<file path="config.mk">
export PLATFORM = sky130hd
export DESIGN_NAME = art_timer
export DESIGN_NICKNAME = d
export VERILOG_FILES = /design/src/logic/capture_channel.v /design/src/logic/art_timer.v
export VERILOG_INCLUDE_DIRS = /design/src /design/src/inc
export SDC_FILE = /design/constraint.sdc
export NUM_CORES = 1
export LEC_CHECK = 0
export ABC_CLOCK_PERIOD_IN_PS = 2190
export BUFFER_PORTS_ARGS = -buffer_cell sky130_fd_sc_hd__buf_2
export CAP_MARGIN = 20
export CORE_ASPECT_RATIO = 1.4
export CORE_MARGIN = 3
export CORE_UTILIZATION = 29
export CTS_CLUSTER_SIZE = 10
export DETAILED_ROUTE_END_ITERATION = 8
export HOLD_SLACK_MARGIN = 0.08
export PLACE_DENSITY = 0.5
export SLEW_MARGIN = 10
export SYNTH_ARGS = -nofsm -noshare
export SYNTH_HDL_FRONTEND = slang
export SYNTH_SLANG_ARGS = --single-unit
</file>
<file path="constraint.sdc">
create_clock -name i_core_clk -period 2.19 [get_ports i_core_clk]
set_clock_uncertainty 0.15 [all_clocks]
set_input_delay 0.3285 -clock i_core_clk [delete_from_list [all_inputs] [get_ports i_core_clk]]
set_output_delay 0.3285 -clock i_core_clk [all_outputs]
set_load 0.01 [all_outputs]
</file>
<file path="src/inc/art_timer_regs.vh">
/*
 * Register offsets, field positions and reset values of the auto-reload
 * timer. Assumes it is included by bare name from the design files.
 */
`ifndef ART_TIMER_REGS_VH
`define ART_TIMER_REGS_VH

// Register indices on the 4-bit register port
`define ADDR_CTRL     4'h0
`define ADDR_COUNTER  4'h1
`define ADDR_RELOAD   4'h2
`define ADDR_CAPCTRL  4'h3
`define ADDR_CAP0     4'h4
`define ADDR_CAP1     4'h5
`define ADDR_DUTY0    4'h6
`define ADDR_DUTY3    4'h9
`define ADDR_IRQSTAT  4'hA
`define ADDR_IRQMASK  4'hB

// Control/status register fields
`define CTRL_EXT_CLOCK_SELECT     7
`define CTRL_PS_HI    6
`define CTRL_PS_LO    4
`define CTRL_RUN      3
`define CTRL_FRL      2

// Capture control/status register fields
`define CAP_IE_HI     7
`define CAP_IE_LO     6
`define CAP_CS_HI     5
`define CAP_CS_LO     4

// Interrupt status bits
`define IRQ_OVF       0
`define IRQ_CAP0      1
`define IRQ_CAP1      2
`define IRQ_W         3

// Reset values and constants
`define RST_BYTE      8'h00
`define RST_PRE       7'h00
`define CNT_MAX       8'hFF
`define NUM_PWM       4
`define NUM_CAP       2

`endif

</file>
<file path="src/logic/capture_channel.v">
/*
 * One input capture channel: pin synchroniser, edge select, value latch
 * and capture flag. Assumes the counter value and the read strobe come
 * from logic on the same core clock.
 */
`timescale 1ns/10ps
`include "art_timer_regs.vh"

module capture_channel (
	input  wire       i_core_clk,  // Core clock
	input  wire       i_rst_b,     // Async reset, active low
	input  wire       i_pin,       // Capture input pin, asynchronous
	input  wire       i_edge_sel,  // 1 rising, 0 falling
	input  wire [7:0] i_cnt,       // Live counter value
	input  wire       i_rd_clr,    // Read of the value register
	output reg  [7:0] o_value,     // Captured counter value
	output reg        o_flag,      // Capture flag
	output wire       o_event      // One-cycle active edge pulse
);

	reg        sync1_q;
	reg        sync2_q;
	reg        prev_q;
	wire       rise;
	wire       fall;

	//************************************************
	// Synchroniser and edge detect
	//************************************************

	// Two-flop synchroniser, then a history flop
	always @(posedge i_core_clk or negedge i_rst_b) begin
		if (!i_rst_b) begin
			sync1_q <= 1'b0;
			sync2_q <= 1'b0;
			prev_q  <= 1'b0;
		end else begin
			sync1_q <= i_pin;
			sync2_q <= sync1_q;
			prev_q  <= sync2_q;
		end
	end

	// Active edge chosen by software
	assign rise    = sync2_q & ~prev_q;
	assign fall    = ~sync2_q & prev_q;
	assign o_event = i_edge_sel ? rise : fall;

	//************************************************
	// Value latch and flag
	//************************************************

	// Latch only while the flag is clear; set wins over clear
	always @(posedge i_core_clk or negedge i_rst_b) begin
		if (!i_rst_b) begin
			o_value <= `RST_BYTE;
			o_flag  <= 1'b0;
		end else begin
			if (o_event && !o_flag) begin
				o_value <= i_cnt;
			end
			if (o_event) begin
				o_flag <= 1'b1;
			end else if (i_rd_clr) begin
				o_flag <= 1'b0;
			end
		end
	end

endmodule // capture_channel

</file>
<file path="src/logic/art_timer.v">
/*
 * Auto-reload 8-bit timer with prescaler, four PWM compare channels and
 * two input capture channels, reached over a plain register port.
 * Assumes one core clock; the external count clock and capture pins are
 * asynchronous and are synchronised here.
 */
// Notes on behaviour
// - 8-bit up counter, ticks on prescaler output
// - Overflow reloads counter, prescaler left alone
// - Counter register reads live, writes immediate
// - 7-bit prescaler, divide by two power select
// - Select bit picks core or external clock
// - Run enable clear freezes prescaler and counter
// - Reset clears counter, prescaler, selects core clock
// - Force reload with run loads reload value
// - Counter initialisation also clears the prescaler
// - Four compare channels against shadow registers
// - Shadows load from duty registers at overflow
// - Active edge latches counter, sets flag
// - Per-channel rising or falling edge select
// - Enabled flag keeps interrupt request pending
// - Latch blocked until read; read clears flag
// - Enabled capture edge wakes device from halt
// - Halt capture with external clock may misread
`timescale 1ns/10ps
`include "art_timer_regs.vh"

module art_timer (
	input  wire       i_core_clk,  // Core clock, 125 MHz
	input  wire       i_rst_b,     // Async reset, active low
	input  wire [3:0] i_addr,      // Register index
	input  wire [7:0] i_wdata,     // Write data
	input  wire       i_wr,        // Write strobe
	input  wire       i_rd,        // Read strobe
	output reg  [7:0] o_rdata,     // Read data, cycle after strobe
	input  wire       i_ext_clk,   // External count clock pin
	input  wire [1:0] i_capture_input_pin, // Capture pins
	input  wire       i_halt,      // Device is in halt mode
	output wire [3:0] o_pwm_out_n, // PWM outputs, channel n
	output wire       o_irq,       // Level interrupt
	output wire       o_wake       // Halt wake request
);

	//************************************************
	// Declarations
	//************************************************

	reg        ext_clock_select_q;
	reg  [2:0] prescale_select_q;
	reg        counter_run_enable_q;
	reg  [6:0] pre_q;
	reg  [7:0] cnt_q;
	reg  [7:0] auto_reload_reg_q;
	reg  [7:0] duty_cycle_reg_q [0:3];
	reg  [7:0] compare_shadow_reg_q [0:3];
	reg  [3:0] pwm_q;
	reg  [1:0] capture_irq_enable_q;
	reg  [1:0] capture_edge_select_q;
	reg  [`IRQ_W-1:0] irq_stat_q;
	reg  [`IRQ_W-1:0] irq_mask_q;
	reg        ext1_q;
	reg        ext2_q;
	reg        ext3_q;
	wire       src_tick;
	wire       cnt_tick;
	wire       ovf;
	wire       wr_ctrl;
	wire       wr_cnt;
	wire       force_ld;
	wire [1:0] cap_flag;
	wire [1:0] cap_evt;
	wire [7:0] cap_val0;
	wire [7:0] cap_val1;
	wire [1:0] cap_rd;
	wire       duty_wr;
	wire [1:0] duty_idx;
	wire [3:0] duty_off;
	reg  [7:0] rd_mux;
	integer    i;

	//************************************************
	// Helper functions
	//************************************************

	// Tap of the prescaler: low sel bits all ones gives a carry
	function tap_hit;
		input [6:0] pre;
		input [2:0] sel;
		reg   [6:0] msk;
		begin
			msk     = ~(7'h7F << sel);
			tap_hit = ((pre & msk) == msk);
		end
	endfunction

	// Register decode against a strobe
	function hit;
		input [3:0] addr;
		input [3:0] reg_addr;
		input       strobe;
		begin
			hit = strobe && (addr == reg_addr);
		end
	endfunction

	//************************************************
	// Write decode
	//************************************************

	assign wr_ctrl  = hit(i_addr, `ADDR_CTRL, i_wr);
	assign wr_cnt   = hit(i_addr, `ADDR_COUNTER, i_wr);
	assign force_ld = wr_ctrl && i_wdata[`CTRL_FRL]
	                  && i_wdata[`CTRL_RUN];
	assign duty_wr  = i_wr && (i_addr >= `ADDR_DUTY0)
	                  && (i_addr <= `ADDR_DUTY3);
	assign duty_off = i_addr - `ADDR_DUTY0;
	assign duty_idx = duty_off[1:0];
	assign cap_rd[0] = hit(i_addr, `ADDR_CAP0, i_rd);
	assign cap_rd[1] = hit(i_addr, `ADDR_CAP1, i_rd);

	//************************************************
	// External count clock synchroniser
	//************************************************

	// Two flops, then history for rising edge detect
	always @(posedge i_core_clk or negedge i_rst_b) begin
		if (!i_rst_b) begin
			ext1_q <= 1'b0;
			ext2_q <= 1'b0;
			ext3_q <= 1'b0;
		end else begin
			ext1_q <= i_ext_clk;
			ext2_q <= ext1_q;
			ext3_q <= ext2_q;
		end
	end

	// Prescaler source: every core cycle or external rising edge
	assign src_tick = ext_clock_select_q ? (ext2_q & ~ext3_q)
	                                     : 1'b1;

	// Counter clock from the selected prescaler tap
	assign cnt_tick = counter_run_enable_q && src_tick
	                  && tap_hit(pre_q, prescale_select_q);
	assign ovf      = cnt_tick && (cnt_q == `CNT_MAX);

	//************************************************
	// Control register
	//************************************************

	// Clock select, prescale select and run enable
	always @(posedge i_core_clk or negedge i_rst_b) begin
		if (!i_rst_b) begin
			ext_clock_select_q   <= 1'b0;
			prescale_select_q    <= 3'h0;
			counter_run_enable_q <= 1'b0;
		end else if (wr_ctrl) begin
			ext_clock_select_q   <= i_wdata[`CTRL_EXT_CLOCK_SELECT];
			prescale_select_q    <= i_wdata[`CTRL_PS_HI:`CTRL_PS_LO];
			counter_run_enable_q <= i_wdata[`CTRL_RUN];
		end
	end

	//************************************************
	// Prescaler and counter
	//************************************************

	// Prescaler; cleared on any counter initialisation
	always @(posedge i_core_clk or negedge i_rst_b) begin
		if (!i_rst_b) begin
			pre_q <= `RST_PRE;
		end else if (wr_cnt || force_ld) begin
			pre_q <= `RST_PRE;
		end else if (counter_run_enable_q && src_tick) begin
			pre_q <= pre_q + 7'h01;
		end
	end

	// Counter: software writes win over a tick in the same cycle
	always @(posedge i_core_clk or negedge i_rst_b) begin
		if (!i_rst_b) begin
			cnt_q <= `RST_BYTE;
		end else if (wr_cnt) begin
			cnt_q <= i_wdata;
		end else if (force_ld) begin
			cnt_q <= auto_reload_reg_q;
		end else if (ovf) begin
			cnt_q <= auto_reload_reg_q;
		end else if (cnt_tick) begin
			cnt_q <= cnt_q + 8'h01;
		end
	end

	// Auto-reload value
	always @(posedge i_core_clk or negedge i_rst_b) begin
		if (!i_rst_b) begin
			auto_reload_reg_q <= `RST_BYTE;
		end else if (hit(i_addr, `ADDR_RELOAD, i_wr)) begin
			auto_reload_reg_q <= i_wdata;
		end
	end

	//************************************************
	// Compare channels and PWM
	//************************************************

	// Duty registers, shadows loaded at overflow, PWM levels
	always @(posedge i_core_clk or negedge i_rst_b) begin
		if (!i_rst_b) begin
			for (i = 0; i < `NUM_PWM; i = i + 1) begin
				duty_cycle_reg_q[i]     <= `RST_BYTE;
				compare_shadow_reg_q[i] <= `RST_BYTE;
			end
			pwm_q <= 4'h0;
		end else begin
			if (duty_wr) begin
				duty_cycle_reg_q[duty_idx] <= i_wdata;
			end
			for (i = 0; i < `NUM_PWM; i = i + 1) begin
				if (ovf) begin
					compare_shadow_reg_q[i] <=
						duty_cycle_reg_q[i];
					pwm_q[i] <= 1'b1;
				end else if (cnt_tick && ((cnt_q + 8'h01)
				             == compare_shadow_reg_q[i])) begin
					pwm_q[i] <= 1'b0;
				end
			end
		end
	end

	assign o_pwm_out_n = pwm_q;

	//************************************************
	// Capture channels
	//************************************************

	// Edge selects and interrupt enables
	always @(posedge i_core_clk or negedge i_rst_b) begin
		if (!i_rst_b) begin
			capture_irq_enable_q  <= 2'h0;
			capture_edge_select_q <= 2'h0;
		end else if (hit(i_addr, `ADDR_CAPCTRL, i_wr)) begin
			capture_irq_enable_q  <= i_wdata[`CAP_IE_HI:`CAP_IE_LO];
			capture_edge_select_q <= i_wdata[`CAP_CS_HI:`CAP_CS_LO];
		end
	end

	// Capture latches the live counter; a capture coinciding with an
	// external clock edge in halt may catch a counter in transition
	capture_channel u_cap0 (
		.i_core_clk (i_core_clk),
		.i_rst_b    (i_rst_b),
		.i_pin      (i_capture_input_pin[0]),
		.i_edge_sel (capture_edge_select_q[0]),
		.i_cnt      (cnt_q),
		.i_rd_clr   (cap_rd[0]),
		.o_value    (cap_val0),
		.o_flag     (cap_flag[0]),
		.o_event    (cap_evt[0])
	);

	capture_channel u_cap1 (
		.i_core_clk (i_core_clk),
		.i_rst_b    (i_rst_b),
		.i_pin      (i_capture_input_pin[1]),
		.i_edge_sel (capture_edge_select_q[1]),
		.i_cnt      (cnt_q),
		.i_rd_clr   (cap_rd[1]),
		.o_value    (cap_val1),
		.o_flag     (cap_flag[1]),
		.o_event    (cap_evt[1])
	);

	//************************************************
	// Interrupt status and mask
	//************************************************

	// Sticky events, write one to clear; a new event wins
	always @(posedge i_core_clk or negedge i_rst_b) begin
		if (!i_rst_b) begin
			irq_stat_q <= 3'h0;
			irq_mask_q <= 3'h0;
		end else begin
			if (hit(i_addr, `ADDR_IRQMASK, i_wr)) begin
				irq_mask_q <= i_wdata[`IRQ_W-1:0];
			end
			irq_stat_q <= (irq_stat_q
				& ~({`IRQ_W{hit(i_addr, `ADDR_IRQSTAT, i_wr)}}
				    & i_wdata[`IRQ_W-1:0]))
				| {cap_evt, ovf};
		end
	end

	// Capture requests stay pending while flag and enable are set
	assign o_irq  = (|(irq_stat_q & irq_mask_q))
	                | (|(cap_flag & capture_irq_enable_q));
	assign o_wake = i_halt
	                && (|(cap_flag & capture_irq_enable_q));

	//************************************************
	// Read path
	//************************************************

	// Read multiplexer; unmapped indices read zero
	always @* begin
		rd_mux = `RST_BYTE;
		case (i_addr)
		`ADDR_CTRL: begin
			rd_mux = {ext_clock_select_q, prescale_select_q,
			          counter_run_enable_q, 3'h0};
		end
		`ADDR_COUNTER: begin
			rd_mux = cnt_q;
		end
		`ADDR_RELOAD: begin
			rd_mux = auto_reload_reg_q;
		end
		`ADDR_CAPCTRL: begin
			rd_mux = {capture_irq_enable_q, capture_edge_select_q,
			          2'h0, cap_flag};
		end
		`ADDR_CAP0: begin
			rd_mux = cap_val0;
		end
		`ADDR_CAP1: begin
			rd_mux = cap_val1;
		end
		`ADDR_IRQSTAT: begin
			rd_mux = {5'h00, irq_stat_q};
		end
		`ADDR_IRQMASK: begin
			rd_mux = {5'h00, irq_mask_q};
		end
		default: begin
			if (i_addr >= `ADDR_DUTY0 && i_addr <= `ADDR_DUTY3) begin
				rd_mux = duty_cycle_reg_q[duty_idx];
			end
		end
		endcase
	end

	// Read data registered, valid only the cycle after the strobe
	always @(posedge i_core_clk or negedge i_rst_b) begin
		if (!i_rst_b) begin
			o_rdata <= `RST_BYTE;
		end else if (i_rd) begin
			o_rdata <= rd_mux;
		end else begin
			o_rdata <= `RST_BYTE;
		end
	end

endmodule // art_timer

</file>
=== Yosys cells after proc, flatten, opt, wreduce, memory -nomap -nowiden ===
Index checks and enable logic that the tools add are counted.

* Add/sub/neg operators: 3
* Order comparisons: 4
* Eq/ne operators: 13
* Shifts and indexed selects: 1
* Mux-type cells: 30
* Bitwise gates (word level): 20
* Reductions and logical operators: 38

{| class="wikitable"
|+ Operators by type and width
! cell !! count
|-
| 8-bit 2-to-1 mux || 9
|-
| 8-bit one-hot mux with 8 select lines || 1
|-
| 32-bit bitwise mux || 1
|-
| 8-bit equality test || 4
|-
| 1-bit logical AND || 24
|-
| 8-bit binary-select mux with 2-bit select || 1
|-
| 8-bit demux with 2-bit select || 1
|-
| 1-bit 2-to-1 mux || 15
|-
| 7-bit 2-to-1 mux || 2
|-
| 2-bit nonzero test || 7
|-
| 3-bit AND || 3
|-
| 8-bit by 1-bit adder with 8-bit output (second input constant) || 1
|-
| 4-bit by 2-bit equality test with 1-bit output (second input constant) || 2
|-
| 4-bit by 3-bit equality test with 1-bit output (second input constant) || 2
|-
| 4-bit equality test (second input constant) || 2
|-
| 8-bit equality test (second input constant) || 1
|-
| 7-bit by 1-bit adder with 7-bit output (second input constant) || 1
|-
| 7-bit AND || 1
|-
| 7-bit equality test || 1
|-
| 7-bit inverter || 1
|-
| 7-bit by 3-bit << shifter with 7-bit output (first input constant) || 1
|-
| 1-bit AND || 5
|-
| 1-bit inverter || 5
|-
| 4-bit by 1-bit equality test with 1-bit output (second input constant) || 1
|-
| 16 further kinds || 17
|}

* Flip-flop bits (word level): 141
* Input bits: 20
* Output and inout bits: 14
* Word-level logic and storage cells: 145

=== Longest topological paths before layout ===
Gate-level depths: netlist of the first run.

* Depth after elaboration: 9
* Depth in mapped cells: 10
* Depth with buffers taken out: 7

=== Modules after synthesis ===
From an unflattened synthesis of the first run, not the netlist that was laid out.

* Cell total of the unflattened synthesis: 744
* Area total of the unflattened synthesis: 7666.1 um^2

{| class="wikitable"
|+ By module, submodules not included
! module !! times used !! cells each !! area an instance (um^2) !! sequential area each (um^2)
|-
| art_timer || 1 || 574 || 6012.0 || 2927.8
|-
| capture_channel || 2 || 85 || 827.0 || 300.3
|}

=== Least setup slack after synthesis of the first run ===
No wires, ideal clock.

* Path type: reg-to-reg
* Start: reg ext3_q
* End: reg compare_shadow_reg_q[10] (netlist name)
* Setup time: 125 ps
* Arrival time: 1976 ps
* Data required time: 1915 ps
* Path slack: -61 ps
* Stages on the path, launching flop included: 8
* Clock period less this slack: 2251 ps
* Cells stage by stage: dfrtp_1 nand2b_4 a21boi_4 o211ai_2 or4_1 buf_6 buf_12 mux2_4

* Cells in the longest elaborated chain, start to end: 6

{| class="wikitable"
|+ Ends and longest elaborated chain
! item !! line !! RTL
|-
| start, declared || art_timer.v:63 || <nowiki>reg ext3_q;</nowiki>
|-
| start signal, assigned || art_timer.v:134 || <nowiki>ext3_q <= ext2_q;</nowiki>
|-
| 1-bit inverter || art_timer.v:139 || <nowiki>assign src_tick = ext_clock_select_q ? (ext2_q & ~ext3_q)</nowiki>
|-
| 1-bit AND || art_timer.v:139 ||
|-
| 1-bit 2-to-1 mux || art_timer.v:139 ||
|-
| 1-bit logical AND || art_timer.v:143 || <nowiki>assign cnt_tick = counter_run_enable_q && src_tick</nowiki>
|-
| 1-bit logical AND || art_timer.v:144 || <nowiki>&& tap_hit(pre_q, prescale_select_q);</nowiki>
|-
| 1-bit logical AND || art_timer.v:145 || <nowiki>assign ovf = cnt_tick && (cnt_q == `CNT_MAX);</nowiki>
|-
| end signal, assigned by index || art_timer.v:212 || <nowiki>compare_shadow_reg_q[i] <= `RST_BYTE;</nowiki>
|-
| end signal, assigned by index || art_timer.v:221 || <nowiki>compare_shadow_reg_q[i] <=</nowiki>
|-
| end, declared || art_timer.v:55 || <nowiki>reg [7:0] compare_shadow_reg_q [0:3];</nowiki>
|}

No other way between the ends.
A chain may end at the register's enable or synchronous reset.

=== Worst setup path in the final report of the first run ===
* Start: reg ext3_q
* End: reg cnt_q[4]

* Cells in the longest elaborated chain, start to end: 9
* Elaborated cells between the ends (all ways): 10
* Classes of those cells: 4 x mux; 2 x bitwise; 4 x reduce/logical

{| class="wikitable"
|+ Ends and longest elaborated chain
! item !! line !! RTL
|-
| 1-bit inverter (*) || art_timer.v:139 ||
|-
| 1-bit AND (*) || art_timer.v:139 ||
|-
| 1-bit 2-to-1 mux (*) || art_timer.v:139 ||
|-
| 1-bit logical AND (*) || art_timer.v:143 ||
|-
| 1-bit logical AND (*) || art_timer.v:144 ||
|-
| 1-bit logical AND || art_timer.v:145 ||
|-
| 8-bit 2-to-1 mux || art_timer.v:187 || <nowiki>end else if (ovf) begin</nowiki>
|-
| 8-bit 2-to-1 mux || art_timer.v:185 || <nowiki>end else if (force_ld) begin</nowiki>
|-
| 8-bit 2-to-1 mux || art_timer.v:183 || <nowiki>end else if (wr_cnt) begin</nowiki>
|-
| end signal, assigned || art_timer.v:184 || <nowiki>cnt_q <= i_wdata;</nowiki>
|-
| end signal, assigned || art_timer.v:186 || <nowiki>cnt_q <= auto_reload_reg_q;</nowiki>
|-
| end signal, assigned || art_timer.v:188 || <nowiki>cnt_q <= auto_reload_reg_q;</nowiki>
|-
| end, declared || art_timer.v:52 || <nowiki>reg [7:0] cnt_q;</nowiki>
|}

Mark *: on every way between the ends. The rest lies on a longest branch, timed or not.

==> results by group, run 1 <==
Synth
  – Yosys warns: 0
  – Avg Cell Area, Syn: between 10 and 15 µm²
  – Number of synthesized flops with an enable pin: 0
  – Syn Inst Count: between 500 and 600
  – #FFs+latches synth: 141
  – Register area share after synthesis: 0.507
  – Yosys top cell by area: dfrtp_1
  – Main synth FF type: dfrtp_1
  – Post-synthesis cell area: between 6000 and 7000 µm²
  – Post-synth net total: around 600
  – Synth top area cells: dfrtp_1 (51%), mux2_2 (13%), mux2_4 (5.8%), xnor2_1 (3.1%), mux2i_1 (2.9%)
  – Async S/R FF share, synth: 1.00
  – Post-synth top area share: 0.507
  – Synth unique cells: 53

Critical path
  – CP peak stage delay: between 500 and 600 ps
  – FF-to-FF path depth: 8
  – Crit path kind: reg -> reg
  – Worst Path Buf+Inv: 1
  – Crit-path max FO: 6
  – Required time worst endpoint: 2340 ps
  – Internal reg-to-reg setup slack: -20 ps
  – Setup crit end kind: register
  – RR Endpoint: cnt_q[4]
  – Arr. time, crit path: 2370 ps
  – CP Launch Type: register
  – CP top delay family: simple AND/OR/NAND/NOR gates
  – Reg2reg start: ext3_q
  – Crit-path cells: nand2b_4, a21boi_4, o211ai_2, or4_4, buf_6, a21oi_4, nor2b_4, o22ai_2
  – CP max-delay cell: or4_4

Pwr
  – Power Dens Cells: just over 1000 nW/µm²
  – Worst VDD drop: 0.622 mV
  – Final Total Pwr: approximately 9 mW
  – LEAKAGE: 3.99 nW

Placed design
  – DP Worst Slack: -235 ps
  – Dpl cell area: 7930 µm²
  – Post-DP HPWL: approximately 14,000 µm
  – Port bufs: 33
  – GPL Wtd Cong: approximately 0.85
  – Placed cells: 960

Timing
  – Final Cycle Share: 1.01
  – Final count of hold timing violations: 0
  – Worst-Margin Slew: ~680 ps
  – Min cycle time layout: roughly 2200 ps
  – Hold_ws: ~100 ps
  – RSZ-0062 raised after global routing: yes
  – Final max-slew violation count: 0
  – Min setup slack post-route: -24.5 ps
  – Accumulated negative setup slack: -24.5 ps
  – # setup viols final: 1
  – Slew Limit Headroom: 0.544
  – F_max: 452 MHz

CTS
  – CTS H-Tree Depth: 4
  – CTS tree: done
  – CTS Buffer Depth: 2
  – Root Buffer: clkbuf_16
  – TritonCTS Buffers: 17
  – Worst-path clk slew: about 60 ps
  – Sink Count: approximately 140
  – Clock Latency Late Sink: 430 ps

Finish
  – Fillers: between 2,000 and 2,500
  – Final #Nets: between 700 and 800
  – Design area: 8700 µm²
  – Final non-filler cell total: 1,002
  – Multi-input gate area in the final layout: ~3400 µm²
  – Commonest non-fill, non-tap cell in the layout: dfrtp_1
  – Util after Layout: 0.371
  – Number of inserted diodes: 0
  – Area taken by flip-flops and latches: 3530 µm²
  – Layout cells sized above 1: 0.398
  – Area added between synthesis and finish: 25.0%
  – Highest-count cells in the layout ignoring fill and taps: dfrtp_1 (140), mux2_2 (81), buf_4 (76)

GRT
  – Wire length of the first global-routing pass: just under 30,000 µm
  – GRT overflow: 0
  – GRT Total Usage: 0.151
  – Initial antenna violation count: 0
  – Vias in the first global route: around 5,300
  – Pin count of the biggest net entering global routing: between 60 and 70

Route
  – Antenna-violating nets left: 0
  – First-iteration detailed-routing DRC count: 245
  – Routed wire length per instance: ~18 µm
  – WL final: 18,500 µm
  – Vias per std cell: 4.90
  – DR vias: 4,907
  – Residual DRC: 0
  – DRT Pass-1 Iters: 4

Min path
  – Hold Crit Start: i_wdata[0]
  – Hold Path Depth: 4
  – WHS Endpoint: irq_stat_q[0]
  – Hold Crit Class: in -> reg

Floorplanning
  – Die X: ~140 µm
  – Initial Util: 0.297
  – Die outline height: 189 µm
  – Row count: 66
  – Core area: ~23,000 µm²
  – IO Pins: 34
  – Total Die Area: between 20,000 and 30,000 µm²

Job
  – MaxCap Viol Count: 0

Status
  – Status: finished, violations left
  – Failing checks: setup timing
[cell families (layout without fill, tap and decap cells)]
| logic type | Yosys count | in the layout | share of synthesized area |
|---|---|---|---|
| buf+inv | 35 | 156 | 0.0275 |
| compound gates | 98 | 98 | 0.0983 |
| fa+ha+maj | 2 | 2 | 0.00360 |
| mux | 128 | 128 | 0.218 |
| xor+xnor | 43 | 43 | 0.0541 |
| simple gates | 128 | 128 | 0.0913 |
| flops | 141 | 141 | 0.507 |
[power by group]
part | internal (mW) | switching (mW)
Sequential | 3.14 | 0.405
Clock | 1.59 | 1.14
Combinational | 1.44 | 1.31
[flip-flops by register name, summed over array words and instances (netlist names), 2 cells and up]
register               count
irq_mask_q                 3
capture_edge_select_q      2
capture_irq_enable_q       2
pre_q                      7
auto_reload_reg_q          8
compare_shadow_reg_q      32
u_cap1.o_value             8
cnt_q                      8
o_rdata                    8
u_cap0.o_value             8
duty_cycle_reg_q          32
prescale_select_q          3
o_pwm_out_n                4
irq_stat_q                 3
[synth_stat cells, types with 12 or more instances]
master and count:
nand3_1 14, xnor2_1 25, nand2_1 32, a221oi_1 12, mux2_2 81, xor2_1 18
dfrtp_1 141, o21ai_0 21, clkbuf_1 14, mux2_4 27, nor2_1 38, a21oi_1 20
mux2i_1 20
[worst max-delay path by stage]
| stage | startpoint | to | cells past startpoint |
|---|---|---|---|
| 2_1_floorplan | ext3_q | compare_shadow_reg_q[10] | 7 |
| 3_3_place_gp | ext3_q | cnt_q[4] | 8 |
| 3_5_place_dp | ext3_q | cnt_q[4] | 8 |
| 4_1_cts | ext3_q | cnt_q[4] | 8 |
| 5_1_grt | pre_q[4] | cnt_q[4] | 8 |
| 6_report | ext3_q | cnt_q[4] | 8 |
[timing repair]
| action | in CTS | in global routing |
|---|---|---|
| setup buffers | 4 | 2 |
| hold buffers | 4 | 0 |
| resized for setup | 12 | 10 |
| hold endpoints to repair | 64 | 0 |
| pin swaps | 8 | 6 |
| setup endpoints to repair | 43 | 43 |
[routing by layer]
metal,part of all wire,vias up,global-route usage
li1,-,2277,-
met3,0.022,32,0.0268
met1,0.39,2504,0.166
met4,0.029,0,0.0668
met2,0.56,94,0.278
met5,0,-,0
[tightest hold or removal path, cell delays in order]
cell and delay, ps:
buf_2 160, nand2_1 70, nand2_1 50, nand2_1 40
[area by class of cell]
cell class | instances | share of cell area
Sequential cell | 141 | 0.406
Multi-Input combinational cell | 399 | 0.385
Timing Repair Buffer | 117 | 0.0971
Clock buffer | 19 | 0.0509
Tap cell | 306 | 0.0440
Clock inverter | 13 | 0.0135
Inverter | 7 | 0.00302
Power figures use the tool's default switching activity.
==> run 2: changes to the inputs <==
Settings changed: REMOVE_ABC_BUFFERS from default to 1.
==> results by group, run 2 (same netlist as run 1, synthesis figures left out) <==
Timing
  – Min cycle time layout: 2200 ps (-11.6 ps)
  – Worst-Margin Slew: 713 ps (+33.5 ps)
  – F_max: 454 MHz (+0.52%)
  – RSZ-0062 raised after global routing: yes
  – Final Cycle Share: 1.01 (-0.00528)
  – # setup viols final: 11 (+10)
  – Final count of hold timing violations: 0 (unchanged)
  – Min setup slack post-route: -12.9 ps (+11.6 ps)
  – Accumulated negative setup slack: -63.6 ps (-39.1 ps)
  – Final max-slew violation count: 0 (unchanged)
  – Slew Limit Headroom: 0.522 (-0.0225)

Finish
  – Largest regs: compare_shadow_reg_q (32), duty_cycle_reg_q (32)
  – Highest-count cells in the layout ignoring fill and taps: dfrtp_1 (141), mux2_2 (81), buf_4 (66)
  – Final #Nets: 702 (-0.43%)
  – Number of inserted diodes: 0 (unchanged)
  – Fillers: 2,295 (-2.5%)
  – Layout cells sized above 1: 0.403 (+0.00461)
  – Final non-filler cell total: 999 (-0.30%)
  – Area added between synthesis and finish: 28.1%
  – Commonest non-fill, non-tap cell in the layout: dfrtp_1

Floorplanning
  – Total Die Area: 25,900 µm² (unchanged)
  – IO Pins: 34 (unchanged)
  – Row count: 66 (unchanged)
  – Die X: 137 µm (unchanged)
  – Initial Util: 0.297 (unchanged)
  – Die outline height: 189 µm (unchanged)
  – Core area: 23,500 µm² (unchanged)

Status
  – Status: finished, violations left
  – Failing checks: setup timing

CTS
  – CTS tree: done
  – Sink Count: 141 (unchanged)
  – CTS H-Tree Depth: 4 (unchanged)
  – CTS Buffer Depth: 2 (unchanged)
  – Root Buffer: clkbuf_16
  – TritonCTS Buffers: 17 (unchanged)
  – Worst-path clk slew: 60 ps (about the same)
  – Clock Latency Late Sink: 430 ps (about the same)

Route
  – Residual DRC: 0 (unchanged)
  – First-iteration detailed-routing DRC count: 194 (-21%)
  – Antenna-violating nets left: 0 (unchanged)
  – Routed wire length per instance: 19.2 µm (+4.0%)
  – Vias per std cell: 4.87 (-0.60%)
  – DRT Pass-1 Iters: 4 (unchanged)
  – DR vias: 4,863 (-0.90%)
  – WL final: 19,200 µm (+3.7%)

Critical path
  – Crit-path max FO: 16 (+10)
  – CP Launch Type: register
  – Arr. time, crit path: 2360 ps (about the same)
  – Required time worst endpoint: 2350 ps (about the same)
  – Setup crit end kind: register
  – Crit path kind: reg -> reg

Pwr
  – LEAKAGE: 4.08 nW (+2.3%)
  – Worst VDD drop: 0.681 mV (+9.4%)
  – Final Total Pwr: 9.72 mW (+7.8%)
  – Power Dens Cells: 1090 nW/µm² (+5.1%)

GRT
  – Pin count of the biggest net entering global routing: 55 (-17%)
  – GRT overflow: 0 (unchanged)
  – Initial antenna violation count: 0 (unchanged)
  – Wire length of the first global-routing pass: 29,400 µm (-0.95%)
  – Vias in the first global route: 5,065 (-4.1%)
  – GRT Total Usage: 0.152 (+0.000859)

Placed design
  – DP Worst Slack: -233 ps (+1.54 ps)
  – Port bufs: 33 (unchanged)
  – GPL Wtd Cong: 0.858 (+1.0%)
  – Placed cells: 959 (-0.10%)
  – Post-DP HPWL: 13,800 µm (-1.4%)

Min path
  – Hold Crit Class: in -> reg

Job
  – MaxCap Viol Count: 0 (unchanged)
[run 2: stage by stage]
step / hold WS, ps / utilization / cell area [µm²]
6_report: 133 / 0.380 / 8920
5_1_grt: 135 / 0.380 / 8920
4_1_cts: 112 / 0.372 / 8730
3_5_place_dp: 152 / 0.340 / 7970
3_3_place_gp: 137 / 0.340 / 7970
2_1_floorplan: -117 / - / 6790
[run 2: per-layer routing]
metal | GRT usage | vias to the layer above | wire [µm]
met2 | 0.252 | 102 | 9800
met4 | 0.0614 | 0 | 503
met5 | 0 | - | 0
met3 | 0.0255 | 35 | 608
met1 | 0.195 | 2458 | 8260
li1 | - | 2268 | -
[run 2: cell type report]
class	instances	area [µm²]	share of cell area
clock buffers	21	460	0.0516
clock inverters	11	236	0.0265
inverters	7	26.3	0.00295
multi-input cells	399	3380	0.379
flip-flops and latches	141	3530	0.396
well taps	306	383	0.0429
repair buffers	114	905	0.101
[run 2: final timing paths]
path | to | startpoint | cells after the start | slack, ps
max | compare_shadow_reg_q[29] | ext3_q | 6 | -10
min | o_rdata[2] | i_rd | 3 | 130
max reg2reg | compare_shadow_reg_q[29] | ext3_q | 6 | -10
min reg2reg | u_cap1.sync2_q | u_cap1.sync1_q | 0 | 200
max in group asynchronous | u_cap0.o_value[4] | i_rst_b | 3 | 940
min in group asynchronous | duty_cycle_reg_q[22] | i_rst_b | 2 | 260
[run 2: report_power, final]
| part | internal, mW | switching (mW) |
|---|---|---|
| clock network | 2.31 | 1.11 |
| registers | 3.14 | 0.391 |
| logic | 1.39 | 1.39 |
[run 2: critical path, cell delays in order (launching register included)]
cell and delay [ps]:
dfrtp_1 360, nand2b_4 150, a21boi_4 140, o211ai_2 120, or4_4 620, buf_16 220
mux2_4 310
[run 2: what timing repair did]
item	CTS	global route
gates resized for setup	4	25
setup endpoints to repair	41	41
buffers inserted	0	2
pin swaps	0	17
hold buffers	4	0
cloned	0	2
hold endpoints to repair	47	0
